`src/pkg/cdcseq_pkg.sv`:
```
`default_nettype none
// -----------------------------------------------------------------------------
// Shared constants of the conversion sequencer
// -----------------------------------------------------------------------------
package cdcseq_pkg;

  // Register byte addresses (word aligned)
  localparam logic [7:0] CDCS_ADDR_CTRL = 8'h00;
  localparam logic [7:0] CDCS_ADDR_AVG = 8'h04;
  localparam logic [7:0] CDCS_ADDR_PERIOD = 8'h08;
  localparam logic [7:0] CDCS_ADDR_CMD = 8'h0c;
  localparam logic [7:0] CDCS_ADDR_STATUS = 8'h10;
  localparam logic [7:0] CDCS_ADDR_RESULT = 8'h14;
  localparam logic [7:0] CDCS_ADDR_INTDLY = 8'h18;
  // Gain correction sits at register index 35, four bytes per index
  localparam logic [7:0] CDCS_GAIN_IDX = 8'h23;
  localparam logic [7:0] CDCS_ADDR_GAIN = 8'(CDCS_GAIN_IDX * 8'h04);

  // Control register field positions
  localparam int CDCS_TRIG_LSB = 0;
  localparam int CDCS_DCFREE_BIT = 3;
  localparam int CDCS_CINT_BIT = 4;
  localparam int CDCS_CEXT_BIT = 5;
  localparam int CDCS_FLOAT_BIT = 6;
  localparam int CDCS_HFSEL_BIT = 7;
  localparam int CDCS_DIVBYP_BIT = 8;
  localparam int CDCS_DUMMY_LSB = 12;
  // Command register bits
  localparam int CDCS_CMD_START_BIT = 0;

  // Reset values
  localparam logic [2:0] CDCS_TRIG_RST = 3'h0;
  localparam logic CDCS_CINT_RST = 1'b1;
  localparam logic [3:0] CDCS_DUMMY_RST = 4'h0;
  localparam logic [12:0] CDCS_AVG_RST = 13'h0000;
  localparam logic [15:0] CDCS_PERIOD_RST = 16'h0000;
  localparam logic [7:0] CDCS_GAIN_RST = 8'h00;

  // Last high-frequency divider count (divide by four) for the fast/4 cycle base
  localparam logic [1:0] CDCS_HF_DIV_LAST = 2'h3;

  // Trigger source encodings
  typedef enum logic [2:0] {
    CDCS_TRIG_CONT = 3'h0,
    CDCS_TRIG_READ = 3'h1,
    CDCS_TRIG_TIMER = 3'h2,
    CDCS_TRIG_TIMER_STR = 3'h3,
    CDCS_TRIG_UNDEF = 3'h4,
    CDCS_TRIG_PIN = 3'h5,
    CDCS_TRIG_OPCODE = 3'h6,
    CDCS_TRIG_CONT_EXP = 3'h7
  } cdcs_trig_t;

  // Sequencer states
  typedef enum logic [2:0] {
    CDCS_IDLE,
    CDCS_ARM,
    CDCS_MEAS,
    CDCS_DSP
  } cdcs_state_t;

  // Discharge steps of one sequence
  typedef enum logic [1:0] {
    CDCS_STEP_P0,
    CDCS_STEP_P1,
    CDCS_STEP_BOTH,
    CDCS_STEP_INT
  } cdcs_step_t;

endpackage
`default_nettype wire

```
`src/pkg/cdcseq_time_if.sv`:
```
`timescale 1ns/1ns
`default_nettype none
// -----------------------------------------------------------------------------
// Time base and conversion timer signals between sequencer modules
// -----------------------------------------------------------------------------
interface cdcseq_time_if;
  logic lf_tick;
  logic hf_tick;
  logic hf_sel;
  logic div_bypass;
  logic cycle_tick;
  logic timer_en;
  logic [15:0] period;
  logic timer_fire;

  modport tbase_mp (input lf_tick, hf_tick, hf_sel, div_bypass, output cycle_tick);
  modport timer_mp (input lf_tick, timer_en, period, output timer_fire);
  modport ctrl_mp (output lf_tick, hf_tick, hf_sel, div_bypass, timer_en, period,
                   input cycle_tick, timer_fire);
endinterface
`default_nettype wire

```
`src/cdcseq_ctimer.sv`:
```
`timescale 1ns/1ns
`default_nettype none
// -----------------------------------------------------------------------------
// Conversion timer: fires every 2 * period low-frequency periods
// -----------------------------------------------------------------------------
module cdcseq_ctimer
  import cdcseq_pkg::*;
(
  input wire logic clk_i,
  input wire logic resetn_i,
  cdcseq_time_if.timer_mp t
);

  typedef struct packed {
    logic [16:0] cnt;
    logic fire;
  } cdcs_tm_st_t;

  cdcs_tm_st_t s_q, s_d;

  assign t.timer_fire = s_q.fire;

  // Runs from reset whenever enabled; disabling parks the count at zero
  always_comb begin
    s_d = s_q;
    s_d.fire = 1'b0;
    if (!t.timer_en) begin
      s_d.cnt = '0;
    end else if (t.lf_tick) begin
      if (s_q.cnt + 17'h1 >= {t.period, 1'b0}) begin
        s_d.cnt = '0;
        s_d.fire = 1'b1;
      end else begin
        s_d.cnt = s_q.cnt + 17'h1;
      end
    end
  end

  always_ff @(posedge clk_i) begin
    if (!resetn_i) begin
      s_q <= '0;
    end else begin
      s_q <= s_d;
    end
  end

endmodule // cdcseq_ctimer
`default_nettype wire

```
`src/cdcseq_tbase.sv`:
```
`timescale 1ns/1ns
`default_nettype none
// -----------------------------------------------------------------------------
// Cycle time base: low-frequency period, four or one high-frequency periods
// -----------------------------------------------------------------------------
module cdcseq_tbase
  import cdcseq_pkg::*;
(
  input wire logic clk_i,
  input wire logic resetn_i,
  cdcseq_time_if.tbase_mp t
);

  typedef struct packed {
    logic [1:0] div;
    logic tick;
  } cdcs_tb_st_t;

  cdcs_tb_st_t s_q, s_d;

  assign t.cycle_tick = s_q.tick;

  // Pick the tick source; divider only advances on high-frequency ticks
  always_comb begin
    s_d = s_q;
    s_d.tick = 1'b0;
    if (!t.hf_sel) begin
      s_d.tick = t.lf_tick;
      s_d.div = 2'h0;
    end else if (t.div_bypass) begin
      s_d.tick = t.hf_tick;
      s_d.div = 2'h0;
    end else if (t.hf_tick) begin
      s_d.tick = (s_q.div == CDCS_HF_DIV_LAST);
      s_d.div = s_q.div + 2'h1;
    end
  end

  always_ff @(posedge clk_i) begin
    if (!resetn_i) begin
      s_q <= '0;
    end else begin
      s_q <= s_d;
    end
  end

endmodule // cdcseq_tbase
`default_nettype wire

```
`src/cdcseq_top.sv`:
```
// Overview of operation
// - Triggered conversion runs to completion unattended
// - Completion flagged to DSP and resistance unit
// - Mode 0: auto start, restart on DSP done
// - Mode 1: first conversion started by host command
// - Completion pulls interrupt output low
// - Mode 1: finished result read starts next
// - Mode 2: internal timer starts conversions periodically
// - Mode 6: opcode starts conversion; mode 5: pin event starts it
// - Internal compensation step opens both port switches
// - External compensation: port 0, port 1, both
// - DC-free drive leaves idle floating port open
// - Internal delay subtracted from sensor result
// - Gain factor register 35, (factor-1)*256
// - Cycle base: slow oscillator, fast/4, fast
// - Trigger select encodings 0 to 7
// - Timer period is 2 * period slow periods
// - Dummy cycles 0..15, averaging up to 8191
//
// Design decision made here: the AHB-Lite slave port.
`timescale 1ns/1ns
`default_nettype none
module cdcseq_top
  import cdcseq_pkg::*;
(
  input wire logic CLK_I,
  input wire logic RESETN_I,
  // AHB-Lite slave
  input wire logic HSEL_I,
  input wire logic [31:0] HADDR_I,
  input wire logic [1:0] HTRANS_I,
  input wire logic HWRITE_I,
  input wire logic [2:0] HSIZE_I,
  input wire logic [31:0] HWDATA_I,
  input wire logic HREADY_I,
  output logic [31:0] HRDATA_O,
  output logic HREADYOUT_O,
  output logic HRESP_O,
  // Oscillators and trigger pin (asynchronous)
  input wire logic LF_OSC_I,
  input wire logic HF_OSC_I,
  input wire logic START_PIN_I,
  // Serial host interface events (same clock)
  input wire logic SIF_START_CMD_I,
  input wire logic SIF_READ_START_I,
  input wire logic SIF_READ_DONE_I,
  // Discharge-time front end
  output logic MEAS_REQ_O,
  output logic [1:0] PORT_SW_O,
  output logic [1:0] CAP_PORT_CHG_O,
  input wire logic MEAS_DONE_I,
  input wire logic [15:0] MEAS_TIME_I,
  // DSP and resistance unit
  output logic EOC_DSP_O,
  output logic EOC_RDC_O,
  input wire logic DSP_DONE_I,
  output logic [31:0] RESULT_O,
  output logic [7:0] GAIN_CORR_O,
  output logic INTERRUPT_OUT_N_O
);

  // ---------------------------------------------------------------------------
  // State
  // ---------------------------------------------------------------------------
  typedef struct packed {
    // Configuration
    logic [2:0] trig;
    logic dcfree, cint, cext, flt, hfsel, divbyp;
    logic [3:0] dummy;
    logic [12:0] avg;
    logic [15:0] period;
    logic [7:0] gain;
    // Bus
    logic ap_wr;
    logic [7:0] ap_addr;
    logic [31:0] rdata;
    logic cmd_start;
    // Synchronisers
    logic [2:0] lf_s, hf_s, pin_s;
    // Sequencer
    cdcs_state_t st;
    cdcs_step_t step;
    logic started;
    logic [3:0] dcnt;
    logic [12:0] scnt;
    logic [31:0] acc;
    logic [15:0] t_p1, t_int;
    logic [31:0] result;
    logic [15:0] conv_cnt;
    logic meas_req;
    logic [1:0] sw, chg;
    logic eoc, int_n;
  } cdcs_top_st_t;

  cdcs_top_st_t s_q, s_d;

  cdcseq_time_if tif();

  // ---------------------------------------------------------------------------
  // Time base and conversion timer
  // ---------------------------------------------------------------------------
  // Ticks are rising edges of the synchronised oscillators, never stage one
  assign tif.lf_tick = s_q.lf_s[1] & ~s_q.lf_s[2];
  assign tif.hf_tick = s_q.hf_s[1] & ~s_q.hf_s[2];
  assign tif.hf_sel = s_q.hfsel;
  assign tif.div_bypass = s_q.divbyp;
  assign tif.period = s_q.period;
  // Timer only in the timer modes with a non-zero period
  assign tif.timer_en = ((s_q.trig == CDCS_TRIG_TIMER) || (s_q.trig == CDCS_TRIG_TIMER_STR))
                        && (s_q.period != 16'h0000);

  cdcseq_tbase cdcseq_tbase_inst (.clk_i(CLK_I), .resetn_i(RESETN_I), .t(tif.tbase_mp));

  cdcseq_ctimer cdcseq_ctimer_inst (.clk_i(CLK_I), .resetn_i(RESETN_I), .t(tif.timer_mp));

  // ---------------------------------------------------------------------------
  // Outputs, straight from the state register except the constant ready and response
  // ---------------------------------------------------------------------------
  assign HRDATA_O = s_q.rdata;
  assign HREADYOUT_O = 1'b1;
  assign HRESP_O = 1'b0;
  assign MEAS_REQ_O = s_q.meas_req;
  assign PORT_SW_O = s_q.sw;
  assign CAP_PORT_CHG_O = s_q.chg;
  assign EOC_DSP_O = s_q.eoc;
  assign EOC_RDC_O = s_q.eoc;
  assign RESULT_O = s_q.result;
  assign GAIN_CORR_O = s_q.gain;
  assign INTERRUPT_OUT_N_O = s_q.int_n;

  // ---------------------------------------------------------------------------
  // Next state
  // ---------------------------------------------------------------------------
  logic ap_take, wr_now, go, pin_rise, seq_end;
  logic [15:0] sample;
  logic [13:0] target;

  always_comb begin
    s_d = s_q;
    s_d.eoc = 1'b0;
    s_d.cmd_start = 1'b0;
    go = 1'b0;
    seq_end = 1'b0;
    sample = 16'h0000;
    target = (s_q.avg == 13'h0000) ? 14'h0001 : {1'b0, s_q.avg};

    // Synchronisers: stage one feeds stage two only
    s_d.lf_s = {s_q.lf_s[1:0], LF_OSC_I};
    s_d.hf_s = {s_q.hf_s[1:0], HF_OSC_I};
    s_d.pin_s = {s_q.pin_s[1:0], START_PIN_I};
    pin_rise = s_q.pin_s[1] & ~s_q.pin_s[2];

    // Bus address phase is captured; the data phase does the write
    ap_take = HSEL_I & HTRANS_I[1] & HREADY_I;
    wr_now = s_q.ap_wr;
    s_d.ap_wr = ap_take & HWRITE_I;
    if (ap_take) begin
      s_d.ap_addr = HADDR_I[7:0];
    end
    if (wr_now) begin
      unique case (s_q.ap_addr)
        CDCS_ADDR_CTRL: begin
          s_d.trig = HWDATA_I[CDCS_TRIG_LSB +: 3];
          s_d.dcfree = HWDATA_I[CDCS_DCFREE_BIT];
          s_d.cint = HWDATA_I[CDCS_CINT_BIT];
          s_d.cext = HWDATA_I[CDCS_CEXT_BIT];
          s_d.flt = HWDATA_I[CDCS_FLOAT_BIT];
          s_d.hfsel = HWDATA_I[CDCS_HFSEL_BIT];
          s_d.divbyp = HWDATA_I[CDCS_DIVBYP_BIT];
          s_d.dummy = HWDATA_I[CDCS_DUMMY_LSB +: 4];
          s_d.started = 1'b0;
        end
        CDCS_ADDR_AVG: s_d.avg = HWDATA_I[12:0];
        CDCS_ADDR_PERIOD: s_d.period = HWDATA_I[15:0];
        CDCS_ADDR_CMD: s_d.cmd_start = HWDATA_I[CDCS_CMD_START_BIT];
        CDCS_ADDR_GAIN: s_d.gain = HWDATA_I[7:0];
        default: ;
      endcase
    end
    // Read data prepared at the address phase, shown in the data phase
    s_d.rdata = 32'h0000_0000;
    if (ap_take && !HWRITE_I) begin
      unique case (HADDR_I[7:0])
        CDCS_ADDR_CTRL: s_d.rdata = {16'h0000, s_q.dummy, 3'h0, s_q.divbyp, s_q.hfsel,
                                     s_q.flt, s_q.cext, s_q.cint, s_q.dcfree, s_q.trig};
        CDCS_ADDR_AVG: s_d.rdata = {19'h00000, s_q.avg};
        CDCS_ADDR_PERIOD: s_d.rdata = {16'h0000, s_q.period};
        CDCS_ADDR_STATUS: s_d.rdata = {s_q.conv_cnt, 8'h00, s_q.int_n, s_q.started,
                                       s_q.step, 1'b0, s_q.st};
        CDCS_ADDR_RESULT: s_d.rdata = s_q.result;
        CDCS_ADDR_INTDLY: s_d.rdata = {16'h0000, s_q.t_int};
        CDCS_ADDR_GAIN: s_d.rdata = {24'h000000, s_q.gain};
        default: s_d.rdata = 32'h0000_0000;
      endcase
    end
    // Interrupt released when the host starts reading
    if (SIF_READ_START_I) begin
      s_d.int_n = 1'b1;
    end
    // Trigger selection; only looked at while idle, so busy triggers drop
    unique case (s_q.trig)
      CDCS_TRIG_CONT, CDCS_TRIG_CONT_EXP: go = 1'b1;
      CDCS_TRIG_READ: go = s_q.started ? SIF_READ_DONE_I
                                       : (SIF_START_CMD_I | s_q.cmd_start);
      CDCS_TRIG_TIMER, CDCS_TRIG_TIMER_STR: go = tif.timer_fire;
      CDCS_TRIG_PIN: go = pin_rise;
      CDCS_TRIG_OPCODE: go = SIF_START_CMD_I | s_q.cmd_start;
      default: go = 1'b0;
    endcase

    unique case (s_q.st)
      CDCS_IDLE: begin
        if (go) begin
          s_d.st = CDCS_ARM;
          s_d.step = CDCS_STEP_P0;
          s_d.started = 1'b1;
          s_d.dcnt = s_q.dummy;
          s_d.scnt = 13'h0000;
          s_d.acc = 32'h0000_0000;
          s_d.int_n = 1'b1;
          s_d.conv_cnt = s_q.conv_cnt + 16'h0001;
        end
      end
      CDCS_ARM: begin
        // Each discharge starts on a cycle time base tick
        if (tif.cycle_tick) begin
          s_d.st = CDCS_MEAS;
          s_d.meas_req = 1'b1;
          unique case (s_q.step)
            CDCS_STEP_P0: begin
              s_d.chg = 2'b01;
              s_d.sw = {~(s_q.dcfree & s_q.flt), 1'b1};
            end
            CDCS_STEP_P1: begin
              s_d.chg = 2'b10;
              s_d.sw = {1'b1, ~(s_q.dcfree & s_q.flt)};
            end
            CDCS_STEP_BOTH: begin
              s_d.chg = 2'b11;
              s_d.sw = 2'b11;
            end
            CDCS_STEP_INT: begin
              s_d.chg = 2'b00;
              s_d.sw = 2'b00;
            end
          endcase
        end
      end
      CDCS_MEAS: begin
        if (MEAS_DONE_I) begin
          s_d.meas_req = 1'b0;
          s_d.sw = 2'b00;
          s_d.chg = 2'b00;
          s_d.st = CDCS_ARM;
          unique case (s_q.step)
            CDCS_STEP_P0: s_d.step = CDCS_STEP_P1;
            CDCS_STEP_P1: begin
              s_d.t_p1 = MEAS_TIME_I;
              if (s_q.flt && s_q.cext) begin
                s_d.step = CDCS_STEP_BOTH;
              end else if (s_q.cint) begin
                s_d.step = CDCS_STEP_INT;
              end else begin
                seq_end = 1'b1;
              end
            end
            CDCS_STEP_BOTH: begin
              if (s_q.cint) begin
                s_d.step = CDCS_STEP_INT;
              end else begin
                seq_end = 1'b1;
              end
            end
            CDCS_STEP_INT: begin
              s_d.t_int = MEAS_TIME_I;
              seq_end = 1'b1;
            end
          endcase
        end
      end
      CDCS_DSP: begin
        // Hold off new triggers until post-processing is done
        if (DSP_DONE_I) begin
          s_d.st = CDCS_IDLE;
        end
      end
      default: s_d.st = CDCS_IDLE;
    endcase

    // End of one sequence: discard dummies, then accumulate real samples
    if (seq_end) begin
      if (s_q.cint && (s_q.step == CDCS_STEP_INT)) begin
        sample = (MEAS_TIME_I > s_q.t_p1) ? 16'h0000 : s_q.t_p1 - MEAS_TIME_I;
      end else begin
        sample = (s_q.step == CDCS_STEP_P1) ? MEAS_TIME_I : s_q.t_p1;
      end
      s_d.step = CDCS_STEP_P0;
      if (s_q.dcnt != 4'h0) begin
        s_d.dcnt = s_q.dcnt - 4'h1;
      end else begin
        s_d.acc = s_q.acc + {16'h0000, sample};
        s_d.scnt = s_q.scnt + 13'h0001;
        if ({1'b0, s_q.scnt} + 14'h0001 >= target) begin
          s_d.result = s_q.acc + {16'h0000, sample};
          s_d.eoc = 1'b1;
          s_d.int_n = 1'b0;
          s_d.st = CDCS_DSP;
        end
      end
    end
  end

  // ---------------------------------------------------------------------------
  // State register
  // ---------------------------------------------------------------------------
  // A single reset image keeps configuration and sequencer consistent
  always_ff @(posedge CLK_I) begin
    if (!RESETN_I) begin
      s_q <= '0;
      s_q.trig <= CDCS_TRIG_RST;
      s_q.cint <= CDCS_CINT_RST;
      s_q.dummy <= CDCS_DUMMY_RST;
      s_q.avg <= CDCS_AVG_RST;
      s_q.period <= CDCS_PERIOD_RST;
      s_q.gain <= CDCS_GAIN_RST;
      s_q.int_n <= 1'b1;
    end else begin
      s_q <= s_d;
    end
  end

endmodule // cdcseq_top
`default_nettype wire
```
`config.mk`:
```
export PLATFORM = sky130hd
export DESIGN_NAME = cdcseq_top
export DESIGN_NICKNAME = d
export VERILOG_FILES = /design/src/pkg/cdcseq_pkg.sv /design/src/pkg/cdcseq_time_if.sv /design/src/cdcseq_ctimer.sv /design/src/cdcseq_tbase.sv /design/src/cdcseq_top.sv
export SDC_FILE = /design/constraint.sdc
export NUM_CORES = 1
export LEC_CHECK = 0
export BUFFER_PORTS_ARGS = -buffer_cell sky130_fd_sc_hd__buf_2
export CORE_MARGIN = 1
export CORE_UTILIZATION = 40
export CTS_CLUSTER_DIAMETER = 100
export DETAILED_ROUTE_END_ITERATION = 8
export PLACE_DENSITY_LB_ADDON = 0.25
export SYNTH_ARGS = -nofsm -noshare
export SYNTH_HDL_FRONTEND = slang
export SYNTH_SLANG_ARGS = --single-unit
```
`constraint.sdc`:
```
create_clock -name CLK_I -period 10.1 [get_ports CLK_I]
set_input_delay 1.515 -clock CLK_I [delete_from_list [all_inputs] [get_ports CLK_I]]
set_output_delay 1.515 -clock CLK_I [all_outputs]
set_load 0.01 [all_outputs]
```
* Word level (Yosys, flattened, before mapping)
Cells that the tools add are included.
Widths: inputs -> output; s select.
** Word-level totals
- Register bits after elaboration :: 264
- Logic and storage cells :: 172
** Cells by class
- Mux-type cells :: 46
- Bitwise logic cells :: 16
- Reductions and logical operators :: 35
- Add/subtract/negate cells :: 8
- Magnitude comparators :: 3
- Equality and inequality tests :: 27
** Operator list (number)
- $pmux 32 s7 :: 1
- $mux 16 :: 4
- $mux 55 :: 1
- $mux 50 :: 1
- $mux 49 :: 1
- $mux 45 :: 1
- $add 32x16->32 :: 1
- $eq 8x4->1 const B :: 3
- $eq 8x5->1 const B :: 3
- $mux 5 :: 4
- $add 17x1->17 const B :: 1
- $ge 17x17->1 :: 1
- $mux 17 :: 1
- $add 16x1->16 const B :: 1
- $eq 8x3->1 const B :: 2
- $eq 8x8->1 const B :: 2
- $gt 16x16->1 :: 1
- $logic_not 8->1 :: 2
- $mux 1 :: 16
- $pmux 4 s4 :: 1
- $reduce_and 2->1 :: 8
- $reduce_bool 16->1 :: 1
- $sub 16x16->16 :: 1
- $reduce_and 3->1 :: 5
- 37 further kinds :: 72

* Longest topological paths before layout
- Depth in word-level cells :: 9
- Mapped depth :: 22
- Mapped depth without buffers :: 20

* By module
A second synthesis with hierarchy kept.
** Unflattened totals
- Cell total of the unflattened synthesis :: 1726
- Area total of the unflattened synthesis :: 14471.4 um^2
** Modules (own cells, without submodules)
- cdcseq_top :: times used 1, sequential area each 4864.7 um^2, cells each 1515, area an instance 12851.1 um^2
- cdcseq_ctimer :: times used 1, sequential area each 360.3 um^2, cells each 199, area an instance 1492.7 um^2
- cdcseq_tbase :: times used 1, sequential area each 60.1 um^2, cells each 12, area an instance 127.6 um^2

* Worst setup path before layout
OpenSTA, ideal clock, no wires.
- Path kind :: input -> register
- From :: input MEAS_TIME_I[0]
- To :: register s_q[111] (netlist bit)
- Data required time :: 9.983 ns
- Setup slack :: 4.465 ns
- Cell stages on the path :: 21
- Data arrival time :: 5.517 ns
- Path through :: ha_1 > fa_1 > nand2b_1 > a21oi_1 > o21ai_1 > a21oi_1 > a2111oi_0 > or3_1 > clkbuf_2 > buf_2 > o22ai_1 > ha_1 > inv_1 > fa_1 > nor2b_1 > o31a_1 > o31ai_1 > o211ai_1 > and3_1 > o21ai_0 > a32o_1
** Between the ends
- Word-level cells in the longest chain between the ends :: 7
- Elaborated cells on any way between the ends :: 9
** Ends and longest elaborated chain
- from (decl) :: RTL line cdcseq_top.sv:52 : input wire logic [15:0] MEAS_TIME_I,
- $sub 16x16->16 or $gt 16x16->1 (tied branches) :: RTL line cdcseq_top.sv:293 : sample = (MEAS_TIME_I > s_q.t_p1) ? 16'h0000 : s_q.t_p1 - MEAS_TIME_I;
- $mux 16 :: RTL line cdcseq_top.sv:293
- $mux 16 (*) :: RTL line cdcseq_top.sv:292 : if (s_q.cint && (s_q.step == CDCS_STEP_INT)) begin
- $mux 16 (*) :: RTL line cdcseq_top.sv:291 : if (seq_end) begin
- $add 32x16->32 (*) :: RTL line cdcseq_top.sv:301 : s_d.acc = s_q.acc + {16'h0000, sample};
- $mux 45 (*) :: RTL line cdcseq_top.sv:298 : if (s_q.dcnt != 4'h0) begin
- $mux 49 (*) :: RTL line cdcseq_top.sv:291
- to (decl) :: RTL line cdcseq_top.sv:95 : cdcs_top_st_t s_q, s_d;
Mark *: on every way between the ends. The rest lies on a longest branch, timed or not. The select of a mux whose other input is x is not followed.
A chain may end at the register's enable or synchronous reset.

* Worst setup path after layout
- From :: input MEAS_TIME_I[0]
- To :: register s_q, in the netlist RESULT_O[24]
** Between the ends
- Word-level cells in the longest chain between the ends :: 5
- Elaborated cells on any way between the ends :: 7
** Ends and longest elaborated chain
- $sub 16x16->16 or $gt 16x16->1 (tied branches) :: RTL line cdcseq_top.sv:293
- $mux 16 :: RTL line cdcseq_top.sv:293
- $mux 16 (*) :: RTL line cdcseq_top.sv:292
- $mux 16 (*) :: RTL line cdcseq_top.sv:291
- $add 32x16->32 (*) :: RTL line cdcseq_top.sv:304 : s_d.result = s_q.acc + {16'h0000, sample};
Marked as above.

==> results.cfg <==
[logic_synthesis]
syn_inst = 1719
async_flop_share_pct = 0
synth.cell_area_um2 = 14100
synth-seq-cells = 264
ys_seq_area_share_pct = 37.4
syn_area_per_cell_um2 = 8.21
synth_edf_count = 0
yosysWarnings = 0
synth.distinct_cells = 79
synth-main-ff-cell = dfxtp_1

[sta]
slew_headroom_pct = 21.2
holdWs_ps = 420
setup_viol = 0
fmaxAchievable_mhz = 157
fin_worst_skew_ps = 15.6
post-route-period-util_pct = 62.9
hold_viol = 0
layout_min_cycle_time_ps = 6350
worstMarginPinSlew_ps = 1180
drv_slew = 0
rsz0062_at_grt = false
setup_tns_ps = 0

[route]
drt-wirelength-per-cell_um = 18.4
dr_total_vias = 12400
dr.first_iter.drc_count = 880
drc = 0
wl_mm = 40.7
dr.pass1.iters = 6
via_per_inst = 5.58
drtAntennaViolNets = 0

[worst_setup_path]
path_cells = buf_2 -> ha_1 -> fa_1 -> nand2b_1 -> a21oi_1 -> o21ai_1 -> a21oi_1 -> a2111oi_0 -> or3_1 -> o32ai_1 -> ha_1 -> o21a_1 -> o31a_1 -> o31ai_1 -> o211ai_1 -> and3_1 -> xnor2_1 -> a21oi_1
worstSetupPathType = in -> reg
worstSetupStartpointType = primary input
crit_start = MEAS_TIME_I[0]
reg2reg_from = s_q[71]$_SDFFE_PN0P_
reg2reg_slack_ps = 4450
worstSetupEndpointType = flip-flop
critPathSlowestCell = or3_1
worstPathRequired_ps = 10530
r2r-end = RESULT_O[24]$_SDFFE_PN0P_
critical_path.endpoint = RESULT_O[24]$_SDFFE_PN0P_
ff2ff_path_depth = 18
cpPeakStageDelay_ps = 600
path_common_cell = a21oi_1
crit_path_max_fanout = 16
worstPathArrival_ps = 6780

[clocking]
clockBufferDepth = 3
path_clk_slew_ps = 60
cts_resized = 0
cts_made_buffers = 29
h-tree-depth = 1
cts_tree = built
ctsHoldBuffers = 0
root_buffer = clkbuf_16
cts_setup_buffers = 0
cts_sinks = 264
clkLatencyLatePin_ps = 570

[floorplan]
pin_count = 180
initial_utilization_pct = 40.8
design.die.area_um2 = 36100
rows = 68
die_w_um = 190
die_y_um = 190
core_area_um2 = 34600

[final_layout]
area_growth_pct = 9.94
final_cell_mix = 264 x dfxtp_1, 228 x nand2_1, 159 x a21oi_1
mostFrequentLayoutCell = dfxtp_1
drive_gt1_share_pct = 12.7
final_core_util_pct = 44.8
postLayoutCellArea_um2 = 15500
fin_nets = 1905

[global_route]
grt_max_degree = 84
track_usage_pct = 22.2
grt_pass1_vias = 11500
grt_overflow = 0
grt_pass1_wl_mm = 63.5
antenna_found_initial = 0

[placement]
gp_congestion = 0.866
io_buffers = 133
dp_hpwl_mm = 29.7
placed_cell_area_um2 = 14500

[power]
power_uw = 2230
p_leak_uw = 0.00589
p_per_area_nw_per_um2 = 144
vdd_drop_max_mv = 0.120

[worst_hold_path]
min_path_type = reg -> reg
min-delay-start = s_d[146]$_SDFF_PN0_

[job]
drv_cap = 0

[outcome]
status = finished, final reports clean
metrics by stage:
stage               setup slack, ps  std cells
floorplan                      4470       1720
global placement               3320       2158
global route                   3360       2212
finish                         3750       2213
CTS                            3840       2212
detailed placement             3280       2158
registers in the layout (all words and copies together) (netlist names), 2 cells and up:
signal,cells
s_q,139
HRDATA_O,32
RESULT_O,32
cdcseq_ctimer_inst.s_q,17
tif.period,16
GAIN_CORR_O,8
s_d,6
CAP_PORT_CHG_O,2
PORT_SW_O,2
cdcseq_tbase_inst.s_q,2
cell type report:
cell class,instances,area [um^2]
diodes,1,2.50
clock buffers,38,820
clock inverters,16,173
fillers,3468,19100
inverters,71,269
multi-input cells,1221,7630
flip-flops and latches,264,5290
well taps,455,569
repair buffers,147,771
how the worst min path moves through the flow:
stage,to,slack [ps],depth (start not counted)
after CTS,s_d[147]$_SDFF_PN0_,410,1
after global placement,s_d[150]$_SDFF_PN0_,410,1
after floorplan,s_d[144]$_SDFF_PN0_,410,1
final,s_d[147]$_SDFF_PN0_,420,1
after detailed placement,s_d[147]$_SDFF_PN0_,420,1
after global routing,s_d[147]$_SDFF_PN0_,430,1
logic make-up (layout without fill, tap and decap cells):
group | after synthesis | in the layout | synth area share (%)
and+or+nand+nor | 571 | 571 | 18.9
AOI/OAI and AO/OA | 448 | 448 | 20.2
DFF | 264 | 264 | 37.4
buffers and inverters | 235 | 272 | 8.59
xor gates and xnor gates | 75 | 75 | 4.65
adders and majority gates | 73 | 73 | 6.58
muxes | 51 | 51 | 3.63
other | 2 | 4 | 0.0532
critical path: cells and delay by family:
kind / cells / cell delay [ps]
fa+ha+maj: 3 / 990
buf+inv: 1 / 120
xor+xnor: 1 / 180
compound gates: 10 / 2850
simple gates: 3 / 1140
synthesized netlist by cell type (all sizes together) (23+ instances only):
cell type	n	area [um^2]
dfxtp	264	5290
nand2	229	862
a21oi	159	796
nor2	130	495
buf	100	704
o21ai	79	395
ha	71	888
inv	71	267
clkbuf	64	241
mux2i	49	490
a22oi	47	353
nand3	42	210
xnor2	40	350
xor2	35	307
nor3	24	120
a31oi	23	144
where the power goes:
part           internal, uW  switching, uW
clock                   648            449
sequential             1050           5.92
combinational          27.0           54.7
total                  1720            509
layer usage:
layer | global-route usage, % | wire, um | part of all wire [%]
met5 | 0 | 0 | 0
met4 | 6.54 | 1080 | 2.6
met3 | 4.04 | 2590 | 6.4
met2 | 35.4 | 18400 | 45
met1 | 30.3 | 18700 | 46
(Power assumes the default switching activity.)
